`src/ipfes_pkg.sv`:
```
// Constants shared by the external request and priority block
package ipfes_pkg;

    // --------------------------------------------------------------
    // Widths
    // --------------------------------------------------------------
    localparam int ADDR_W  = 8;
    localparam int DATA_W  = 8;
    localparam int NUM_IRQ = 6;

    // --------------------------------------------------------------
    // Register offsets
    // --------------------------------------------------------------
    localparam logic [7:0] OFS_SENSE  = 8'h04;
    localparam logic [7:0] OFS_ENABLE = 8'h05;
    localparam logic [7:0] OFS_FLAGS  = 8'h06;
    localparam logic [7:0] OFS_PRIO_A = 8'h08;
    localparam logic [7:0] OFS_PRIO_B = 8'h09;

    // --------------------------------------------------------------
    // Values after reset and fixed read values
    // --------------------------------------------------------------
    localparam logic [7:0] RST_REG     = 8'h00;
    localparam logic [5:0] RST_FLAGS   = 6'h00;
    localparam logic [7:0] READ_UNMAP  = 8'h00;
    localparam logic [1:0] FLAGS_RSVD  = 2'h0;
    localparam logic [7:0] VEC_BASE    = 8'h0c;

    // --------------------------------------------------------------
    // Field positions
    // --------------------------------------------------------------
    localparam int PA_IRQ0_BIT   = 7;
    localparam int PA_IRQ1_BIT   = 6;
    localparam int PA_IRQ23_BIT  = 5;
    localparam int PA_IRQ45_BIT  = 4;
    localparam int PA_TIMER0_BIT = 2;
    localparam int PA_TIMER1_BIT = 1;
    localparam int PA_TIMER2_BIT = 0;
    localparam int PB_TIMER3_BIT = 7;
    localparam int PB_TIMER4_BIT = 6;
    localparam int PB_DMA_BIT    = 5;
    localparam int PB_SERIAL0_BIT = 3;
    localparam int PB_SERIAL1_BIT = 2;
    localparam int PB_CONV_BIT   = 1;

endpackage

```
`src/ipfes_top.sv`:
```
// External request flags, enables, sense control and priority registers
//
// The address map and strobed register access are this design's own decisions.
`timescale 1ns/1ps

module ipfes_top (
    input  wire logic                             clk_i,
    input  wire logic                             rst_n_i,
    input  wire logic                             standby_n_i,
    input  wire logic [ipfes_pkg::NUM_IRQ-1:0]    irq_n_i,
    input  wire logic [ipfes_pkg::ADDR_W-1:0]     addr_i,
    input  wire logic [ipfes_pkg::DATA_W-1:0]     wdata_i,
    input  wire logic                             wr_i,
    input  wire logic                             rd_i,
    input  wire logic                             ack_i,
    output logic      [ipfes_pkg::DATA_W-1:0]     rdata_o,
    output logic                                  req_valid_o,
    output logic      [7:0]                       req_vector_o,
    output logic                                  req_level_o,
    output logic      [4:0]                       timer_prio_o,
    output logic                                  dma_prio_o,
    output logic      [1:0]                       serial_prio_o,
    output logic                                  converter_prio_o
);

    // --------------------------------------------------------------
    // State
    // --------------------------------------------------------------
    typedef struct packed {
        logic [5:0] pin_s1;
        logic [5:0] pin_s2;
        logic [5:0] pin_prev;
        logic       stby_s1;
        logic       stby_s2;
        logic [7:0] prio_a;
        logic [7:0] prio_b;
        logic [5:0] flags;
        logic [7:0] enable;
        logic [7:0] sense;
        logic [5:0] seen;
        logic [7:0] rdata;
        logic       req_valid;
        logic [2:0] req_index;
        logic       req_level;
        logic [7:0] req_vector;
    } ipfes_state_t;

    localparam ipfes_state_t ST_RESET = '{
        pin_s1:    6'h3f,
        pin_s2:    6'h3f,
        pin_prev:  6'h3f,
        stby_s1:   1'b1,
        stby_s2:   1'b1,
        prio_a:    ipfes_pkg::RST_REG,
        prio_b:    ipfes_pkg::RST_REG,
        flags:     ipfes_pkg::RST_FLAGS,
        enable:    ipfes_pkg::RST_REG,
        sense:     ipfes_pkg::RST_REG,
        seen:      ipfes_pkg::RST_FLAGS,
        rdata:     ipfes_pkg::RST_REG,
        req_valid: 1'b0,
        req_index: 3'h0,
        req_level: 1'b0,
        req_vector: ipfes_pkg::VEC_BASE
    };

    ipfes_state_t st;
    ipfes_state_t next_st;

    logic [5:0] fall;
    logic [5:0] set_ev;
    logic [5:0] ack_hit;
    logic [5:0] auto_clr;
    logic [5:0] sw_clr;
    logic [5:0] pend;
    logic [5:0] ext_level;
    logic       flags_wr;

    // --------------------------------------------------------------
    // Per-request level from the upper priority A bits
    // --------------------------------------------------------------
    function automatic logic [5:0] ext_levels(input logic [7:0] pa);
        logic [5:0] lv;
        lv    = 6'h00;
        lv[0] = pa[ipfes_pkg::PA_IRQ0_BIT];
        lv[1] = pa[ipfes_pkg::PA_IRQ1_BIT];
        lv[2] = pa[ipfes_pkg::PA_IRQ23_BIT];
        lv[3] = pa[ipfes_pkg::PA_IRQ23_BIT];
        lv[4] = pa[ipfes_pkg::PA_IRQ45_BIT];
        lv[5] = pa[ipfes_pkg::PA_IRQ45_BIT];
        return lv;
    endfunction

    // --------------------------------------------------------------
    // Next state
    // --------------------------------------------------------------
    always_comb begin
        next_st = st;

        // Pins are asynchronous: two stages, then an edge history stage
        next_st.pin_s1   = irq_n_i;
        next_st.pin_s2   = st.pin_s1;
        next_st.pin_prev = st.pin_s2;
        next_st.stby_s1  = standby_n_i;
        next_st.stby_s2  = st.stby_s1;

        fall     = st.pin_prev & ~st.pin_s2;
        flags_wr = wr_i && (addr_i == ipfes_pkg::OFS_FLAGS);
        ack_hit  = 6'h00;
        if (ack_i && st.req_valid) begin
            ack_hit[st.req_index] = 1'b1;
        end

        for (int i = 0; i < ipfes_pkg::NUM_IRQ; i++) begin
            set_ev[i]   = st.sense[i] ? fall[i] : ~st.pin_s2[i];
            auto_clr[i] = ack_hit[i] && (st.sense[i] || st.pin_s2[i]);
            sw_clr[i]   = flags_wr && !wdata_i[i] && st.seen[i];
            // A new event in the clearing cycle wins over the clear
            next_st.flags[i] = set_ev[i] || (st.flags[i] && !(auto_clr[i] || sw_clr[i]));
        end

        // Read-then-write tracking; a flag serviced meanwhile drops its mark
        if (rd_i && (addr_i == ipfes_pkg::OFS_FLAGS)) begin
            next_st.seen = st.flags;
        end else if (flags_wr) begin
            next_st.seen = ipfes_pkg::RST_FLAGS;
        end
        next_st.seen = next_st.seen & ~auto_clr;

        if (wr_i) begin
            unique case (addr_i)
                ipfes_pkg::OFS_SENSE:  next_st.sense  = wdata_i;
                ipfes_pkg::OFS_ENABLE: next_st.enable = wdata_i;
                ipfes_pkg::OFS_PRIO_A: next_st.prio_a = wdata_i;
                ipfes_pkg::OFS_PRIO_B: next_st.prio_b = wdata_i;
                default: ;
            endcase
        end

        // Read data live for exactly one cycle
        next_st.rdata = ipfes_pkg::READ_UNMAP;
        if (rd_i) begin
            unique case (addr_i)
                ipfes_pkg::OFS_SENSE:  next_st.rdata = st.sense;
                ipfes_pkg::OFS_ENABLE: next_st.rdata = st.enable;
                ipfes_pkg::OFS_FLAGS:  next_st.rdata = {ipfes_pkg::FLAGS_RSVD, st.flags};
                ipfes_pkg::OFS_PRIO_A: next_st.rdata = st.prio_a;
                ipfes_pkg::OFS_PRIO_B: next_st.rdata = st.prio_b;
                default:               next_st.rdata = ipfes_pkg::READ_UNMAP;
            endcase
        end

        // Hardware standby clears every register, as reset does
        if (!st.stby_s2) begin
            next_st.prio_a = ipfes_pkg::RST_REG;
            next_st.prio_b = ipfes_pkg::RST_REG;
            next_st.flags  = ipfes_pkg::RST_FLAGS;
            next_st.enable = ipfes_pkg::RST_REG;
            next_st.sense  = ipfes_pkg::RST_REG;
            next_st.seen   = ipfes_pkg::RST_FLAGS;
        end

        // Arbitrate on the updated flags so a serviced request drops at once
        pend      = next_st.flags & next_st.enable[5:0];
        ext_level = ext_levels(next_st.prio_a);
        next_st.req_valid = |pend;
        next_st.req_level = |(pend & ext_level);
        next_st.req_index = 3'h0;
        for (int i = ipfes_pkg::NUM_IRQ - 1; i >= 0; i--) begin
            if (pend[i] && (ext_level[i] == next_st.req_level)) begin
                next_st.req_index = 3'(i);
            end
        end
        // Vector kept in a flop so the output carries no adder after the register
        next_st.req_vector = ipfes_pkg::VEC_BASE + {5'h00, next_st.req_index};
    end

    always_ff @(posedge clk_i) begin
        if (!rst_n_i) begin
            st <= ST_RESET;
        end else begin
            st <= next_st;
        end
    end

    // --------------------------------------------------------------
    // Outputs
    // --------------------------------------------------------------
    assign rdata_o      = st.rdata;
    assign req_valid_o  = st.req_valid;
    assign req_level_o  = st.req_level;
    assign req_vector_o = st.req_vector;
    assign timer_prio_o = {st.prio_b[ipfes_pkg::PB_TIMER4_BIT],
                           st.prio_b[ipfes_pkg::PB_TIMER3_BIT],
                           st.prio_a[ipfes_pkg::PA_TIMER2_BIT],
                           st.prio_a[ipfes_pkg::PA_TIMER1_BIT],
                           st.prio_a[ipfes_pkg::PA_TIMER0_BIT]};
    assign dma_prio_o       = st.prio_b[ipfes_pkg::PB_DMA_BIT];
    assign serial_prio_o    = {st.prio_b[ipfes_pkg::PB_SERIAL1_BIT],
                               st.prio_b[ipfes_pkg::PB_SERIAL0_BIT]};
    assign converter_prio_o = st.prio_b[ipfes_pkg::PB_CONV_BIT];

    generate
        for (genvar g = 0; g < ipfes_pkg::NUM_IRQ; g++) begin : g_chk

        end
    endgenerate
endmodule

```
`config.mk`:
```
export PLATFORM = sky130hd
export DESIGN_NAME = ipfes_top
export DESIGN_NICKNAME = d
export VERILOG_FILES = /design/src/ipfes_pkg.sv /design/src/ipfes_top.sv
export SDC_FILE = /design/constraint.sdc
export NUM_CORES = 1
export LEC_CHECK = 0
export ABC_CLOCK_PERIOD_IN_PS = 2850
export BUFFER_PORTS_ARGS = -buffer_cell sky130_fd_sc_hd__buf_2
export CAP_MARGIN = 20
export CELL_PAD_IN_SITES_DETAIL_PLACEMENT = 1
export CELL_PAD_IN_SITES_GLOBAL_PLACEMENT = 1
export CORE_UTILIZATION = 42
export DETAILED_ROUTE_END_ITERATION = 16
export MAX_ROUTING_LAYER = met4
export PLACE_DENSITY = 0.77
export SYNTH_ARGS = -nofsm -noshare
export SYNTH_HDL_FRONTEND = slang
export SYNTH_SLANG_ARGS = --single-unit
```
`constraint.sdc`:
```
create_clock -name clk_i -period 2.85 [get_ports clk_i]
set_input_delay 0.1425 -clock clk_i [delete_from_list [all_inputs] [get_ports clk_i]]
set_output_delay 0.1425 -clock clk_i [all_outputs]
set_load 0.02 [all_outputs]
```
# After elaboration in Yosys (flattened, before gate mapping)

Cells that the tools add are included.
W data, S select, Z words.

Register bits after elaboration: 85
Latch bits: 0
Bits in writable memories: 0
ROM bits: 0
Input bits: 28
Memories: 0

Add/subtract/negate cells: 1
Multipliers: 0
Div/mod/pow operators: 0
Order comparisons: 2
Equality and inequality tests: 9
Shifts and indexed selects: 0
Multiplexer cells: 25
Bitwise logic cells: 12
Reductions and logical operators: 72

Operator list:

| cell                  | count |
|---|---|
| $mux W44              | 1 |
| $pmux W8 S5           | 1 |
| $logic_and A1 B1 Y1   | 34 |
| $mux W16              | 2 |
| $mux W8               | 4 |
| $and A6 B6 Y6         | 4 |
| $eq A8 B3 Y1 const B  | 3 |
| $logic_or A1 B1 Y1    | 18 |
| $mux W3               | 6 |
| $mux W6               | 3 |
| $eq A8 B4 Y1 const B  | 2 |
| $logic_not A1 Y1      | 12 |
| $not A6 Y6            | 2 |
| $reduce_and A2 Y1     | 6 |
| $reduce_or A6 Y1      | 2 |
| $mux W1               | 7 |
| $not A1 Y1            | 6 |
| $add A4 B3 Y5 const A | 1 |
| $eq A1 B1 Y1          | 4 |
| $lt A3 B4 Y1 const B  | 1 |
| $demux W1 S3          | 1 |
| $ge A3 B1 Y1 const B  | 1 |

# Logic depth before layout (Yosys ltp)

Depth in word-level cells: 23
Gate-level depth with buffers: 9

# Least setup slack after synthesis

No wires, ideal clock.

Path kind: input to register
Start: input port addr_i[5] (netlist name)
End: register st, in the netlist req_vector_o[3]
Setup time: 0.120 ns
Arrival time: 2.187 ns
Data required time: 2.730 ns
Setup slack: 0.543 ns
Cell stages on the path: 7
Path buffers: 0
Cells stage by stage: nor4_4 nand4_1 mux2i_1 nor4_4 a211oi_2 or3_1 a211o_1

Longest elaborated chain between the ends: 21

RTL lines:

| what                             | line             | text |
|---|---|---|
| from (decl)                      | ipfes_top.sv:11  | `input wire logic [ipfes_pkg::ADDR_W-1:0] addr_i,` |
| $eq A8 B3 Y1                     | ipfes_top.sv:108 | `flags_wr = wr_i && (addr_i == ipfes_pkg::OFS_FLAGS);` |
| $logic_and A1 B1 Y1              | ipfes_top.sv:108 |  |
| $logic_and A1 B1 Y1 (2 in a row) | ipfes_top.sv:117 | `sw_clr[i] = flags_wr && !wdata_i[i] && st.seen[i];` |
| $logic_or A1 B1 Y1               | ipfes_top.sv:119 | `next_st.flags[i] = set_ev[i] \|\| (st.flags[i] && !(auto_clr[i] \|\| sw_clr[i]));` |
| $logic_not A1 Y1                 | ipfes_top.sv:119 |  |
| $logic_and A1 B1 Y1              | ipfes_top.sv:119 |  |
| $logic_or A1 B1 Y1               | ipfes_top.sv:119 |  |
| $mux W44 (*)                     | ipfes_top.sv:154 | `if (!st.stby_s2) begin` |
| $and A6 B6 Y6                    | ipfes_top.sv:164 | `pend = next_st.flags & next_st.enable[5:0];` |
| $and A6 B6 Y6                    | ipfes_top.sv:167 | `next_st.req_level = \|(pend & ext_level);` |
| $reduce_or A6 Y1                 | ipfes_top.sv:167 |  |
| $eq A1 B1 Y1                     | ipfes_top.sv:170 | `if (pend[i] && (ext_level[i] == next_st.req_level)) begin` |
| $logic_and A1 B1 Y1              | ipfes_top.sv:170 |  |
| $mux W3 (5 in a row)             | ipfes_top.sv:170 |  |
| $mux W3 (*)                      | ipfes_top.sv:170 |  |
| $add A4 B3 Y5 (*)                | ipfes_top.sv:175 | `next_st.req_vector = ipfes_pkg::VEC_BASE + {5'h00, next_st.req_index};` |
| to (signal assigned)             | ipfes_top.sv:182 | `st <= next_st;` |
| to (decl)                        | ipfes_top.sv:67  | `ipfes_state_t st;` |

Every way passes the cells marked *; elsewhere a longest branch is shown, timed or not.
A chain may end at the register's enable or synchronous reset.

# Worst setup path in the final report

Start: register st[9] (netlist name)
End: register st[9] (netlist name)

Longest elaborated chain between the ends: 22

RTL lines:

| what                                                                      | line             | text |
|---|---|---|
| $lt A3 B4 Y1 (not written as such) / $ge A3 B1 Y1 (equally long branches) | ipfes_top.sv:111 | `ack_hit[st.req_index] = 1'b1;` |
| $logic_and A1 B1 Y1 (not written as such)                                 | ipfes_top.sv:111 |  |
| $mux W1 (not written as such)                                             | ipfes_top.sv:111 |  |
| $demux W1 S3 (*)                                                          | ipfes_top.sv:111 |  |
| $mux W6 (*)                                                               | ipfes_top.sv:110 | `if (ack_i && st.req_valid) begin` |
| $logic_and A1 B1 Y1                                                       | ipfes_top.sv:116 | `auto_clr[i] = ack_hit[i] && (st.sense[i] \|\| st.pin_s2[i]);` |
| $logic_or A1 B1 Y1                                                        | ipfes_top.sv:119 |  |
| $logic_not A1 Y1                                                          | ipfes_top.sv:119 |  |
| [2 not listed]                                                            | n/a              |  |
| $mux W44 (*)                                                              | ipfes_top.sv:154 |  |
| $and A6 B6 Y6 (*)                                                         | ipfes_top.sv:164 |  |
| $and A6 B6 Y6                                                             | ipfes_top.sv:167 |  |
| $reduce_or A6 Y1                                                          | ipfes_top.sv:167 |  |
| $eq A1 B1 Y1                                                              | ipfes_top.sv:170 |  |
| $logic_and A1 B1 Y1                                                       | ipfes_top.sv:170 |  |
| $mux W3 (5 in a row)                                                      | ipfes_top.sv:170 |  |
| $mux W3 (*)                                                               | ipfes_top.sv:170 |  |

Marks and branches as above.

==> summary.md <==
| Metric | Value |
|---|---|
| Outcome | `complete, no violations` |
| CP top delay family | `compound AO/OA/AOI/OAI gates` |
| Remaining Overflow, GRT | `0` |
| Die area | `slightly below 9000 um2` |
| # DRC | `0` |
| Total CTS buffers | `9` |
| All-Layer GR Usage | `25.5%` |
| WHS Path Cells | `3` |
| Post-Route WL | `about 10 mm` |
| WHS | `0.0774 ns` |
| CTS tree | `done` |
| Via count of the first global-routing pass | `3104` |
| Drt via density | `5.66` |
| Crit path top cell by count | `a31oi_1` |
| Mapped Area | `~3500 um2` |
| Slowest-stage cell, CP | `a31oi_1` |
| Core ar. | `7890 um2` |
| Later-pin clock latency in the skew report | `0.36 ns` |
| Syn-to-layout area delta | `14.7%` |
| Unrepaired setup endpoints after global routing | `no` |
| Leak pwr | `roughly 1.6 nW` |
| Diode count | `0` |
| Max Fclk | `396 MHz` |
| Via count | `3123` |
| Placed inst area | `3750 um2` |
| Synth top area share | `around 45%` |
| Max Cap Viol | `0` |
| Detailed placer's ending HPWL | `7.47 mm` |
| Max_slew headroom | `47.5%` |
| R2R cell count | `7` |
| CP bufs+invs | `0` |
| Reg2reg setup slack | `about 0.32 ns` |
| Average size of a mapped cell | `8.72 um2` |
| Crit. End Element | `flip-flop` |
| DR iter-0 viols | `214` |
| R2R Path End | `st[9]$_SDFF_PP0_` |
| Synth top area cells | `dfxtp_1 45%, a21oi_1 5.3%, buf_4 4.9%, nand2b_1 4.5%, nand2_1 4.4%` |
| Multi-input logic area | `1660 um2` |
| Final hold vios | `0` |
| Seq/Total Area, Yosys | `~45%` |
| Worst Setup Start Kind | `flip-flop` |
| Critical path type | `reg2reg` |
| Final setup fails | `0` |
| Warnings, synthesis | `0` |
| Die Wd | `93.1 um` |
| Max incr delay on CP | `0.51 ns` |
| Longest Clk Path Bufs | `2` |
| First-pass GRT wire length | `roughly 16 mm` |
| Die H | `a little over 90 um` |
| Wire per inst | `approximately 18 um` |
| Critical path, cell by cell | `nand3b_1, or3_1, a31oi_1, o2bb2ai_4, a2111oi_0, o21ai_0, a31oi_1` |
| Port bufs | `51` |
| Final Util | `50.7%` |
| Row Count | `32` |
| Post-synth EDFFs | `0` |
| Power Density | `507 nW/um2` |
| Largest net degree at the start of global routing | `37` |
| Asr flop ratio synth | `0%` |
| Commonest cells in the synthesized netlist | `78 x dfxtp_1, 41 x nand2_1, 37 x a21oi_1` |
| DRT antenna net count | `0` |
| Stages on the worst setup path | `7` |
| Measured slew at the worst slew-check pin | `a little under 0.8 ns` |
| Top-level I/O count | `55` |
| Slew Limit Fails | `0` |
| Clock sinks | `78` |
| Worst Hold Launch | `wdata_i[6]` |
| Initial Util | `44.2%` |
| Worst Hold Class | `in2reg` |
| Synth Register Bits | `78` |
| Synth Flop Type | `dfxtp_1` |
| Setup total negative slack | `0 ns` |
| CTS clock-pin slew for the worst setup and hold paths | `0.09 ns` |
| Antenna violations before repair | `0` |
| Fillers | `972` |
| Sequential Area | `about 1600 um2` |
| CP required | `~3.1 ns` |
| Post-route cell area | `4000 um2` |
| Worst Hold End | `timer_prio_o[4]$_SDFFE_PN0P_` |
| Peak supply drop | `0.221 mV` |
| Htree depth | `3` |
| Area leader, netlist | `dfxtp_1` |
| Fin crit period | `~2.5 ns` |
| Nets | `473` |
| Initial DRT Pass Iterations | `5` |
| Final worst-path cycle share | `88.7%` |
| Most frequent cell after synthesis | `dfxtp_1` |
| Crit path DAT | `2.80 ns` |
| Reg-to-Reg Start | `st[9]$_SDFF_PP0_` |
| Clock Skews | `about 0.008 ns` |
| Root Driver | `clkbuf_8` |
| Gate count after technology mapping | `400` |
| Routability cong. | `0.937` |
| Worst Path Max Fanout | `5` |
| Post-CTS Resized | `0` |
| Synth unique cells | `49` |
| Share of layout cells above drive strength 1 | `20.7%` |
## kinds of logic after synthesis
group | Yosys count | share of synthesized area (%)
multiplexers | 13 | 3.80
other | 1 | 0.108
buffers and inverters | 50 | 7.96
flip-flops | 78 | 44.8
AO/OA/AOI/OAI | 84 | 16.7
AND/OR/NAND/NOR | 174 | 26.7
## report_power, final
part | internal [mW] | switching [mW]
registers | 1.10 | 0.0113
clock network | 0.345 | 0.436
logic | 0.0463 | 0.0831
## cell type report
type | instances | share of cell area, %
sequential | 78 | 39.0
timing repair buffer | 73 | 10.9
inverter | 9 | 0.845
multi-input combinational | 274 | 41.4
clock inverter | 6 | 1.13
clock buffer | 10 | 3.44
tap | 102 | 3.19
## worst register-to-register path: stages (launching register included)
cell and delay, ns:
dfxtp_1 0.33, nand3b_1 0.23, or3_1 0.42, a31oi_1 0.51, o2bb2ai_4 0.15, a2111oi_0 0.43
o21ai_0 0.15, a31oi_1 0.23
## flip-flops by register name, summed over array words and instances, names as in the netlist
signal            cells
st                   45
next_st              13
rdata_o               8
timer_prio_o          5
serial_prio_o         2
converter_prio_o      1
dma_prio_o            1
req_level_o           1
req_valid_o           1
req_vector_o          1
## metrics by stage
step / worst slack, ns / power (mW) / std cells
after floorplan: 0.543 / 1.21 / 402
after global placement: 0.213 / 1.26 / 529
after detailed placement: 0.276 / 1.26 / 529
after CTS: 0.287 / 2.04 / 552
after global routing: 0.0536 / 2.10 / 552
final: 0.323 / 2.03 / 552
## worst max-delay path by stage
stage | start | to | slack [ns]
2_1_floorplan | addr_i[5] | req_vector_o[3]$_SDFF_PN1_ | 0.54
3_3_place_gp | addr_i[5] | st[9]$_SDFF_PP0_ | 0.21
3_5_place_dp | addr_i[5] | st[11]$_SDFF_PN0_ | 0.28
4_1_cts | st[9]$_SDFF_PP0_ | st[9]$_SDFF_PP0_ | 0.29
5_1_grt | st[9]$_SDFF_PP0_ | st[9]$_SDFF_PP0_ | 0.05
6_report | st[9]$_SDFF_PP0_ | st[9]$_SDFF_PP0_ | 0.32
## layout by cell type (no fill, tap or decap), drive strengths merged, types with 2 or more instances in the layout
| cell type | synthesis | layout |
|---|---|---|
| inv | 9 | 10 |
| nand2b | 25 | 25 |
| nor3b | 5 | 5 |
| nor2 | 35 | 35 |
| dlygate4sd3 | 0 | 7 |
| conb | 1 | 3 |
| clkinv | 0 | 5 |
| nor4 | 2 | 2 |
| nand2 | 41 | 41 |
| a22oi | 8 | 8 |
| a222oi | 4 | 4 |
| nor3 | 7 | 7 |
| mux2i | 11 | 11 |
| and2 | 7 | 7 |
| a32oi | 6 | 6 |
| dfxtp | 78 | 78 |
| or4 | 2 | 2 |
| nand4 | 8 | 8 |
| nor2b | 10 | 10 |
| or3 | 7 | 7 |
| a211oi | 4 | 4 |
| mux2 | 2 | 2 |
| o21ai | 3 | 3 |
| a31o | 3 | 3 |
| a31oi | 6 | 6 |
| buf | 27 | 66 |
| a211o | 2 | 2 |
| nand3 | 19 | 19 |
| o311ai | 2 | 2 |
| clkbuf | 14 | 10 |
| a21oi | 37 | 37 |
| a221oi | 2 | 2 |
## timing repair
action                                 in CTS  in global routing
endpoints found under the hold margin       7                  0
buffers inserted                            0                  0
hold buffers                                7                  0
## routing by layer
layer	vias up	global-route usage (%)	part of all wire (%)
li1	1480	-	-
met1	1508	32.9	46
met3	20	5.45	5.7
met4	0	11.3	2.1
met5	-	-	0
met2	115	38.6	46
Note: power is estimated with default switching activity, not from simulation.
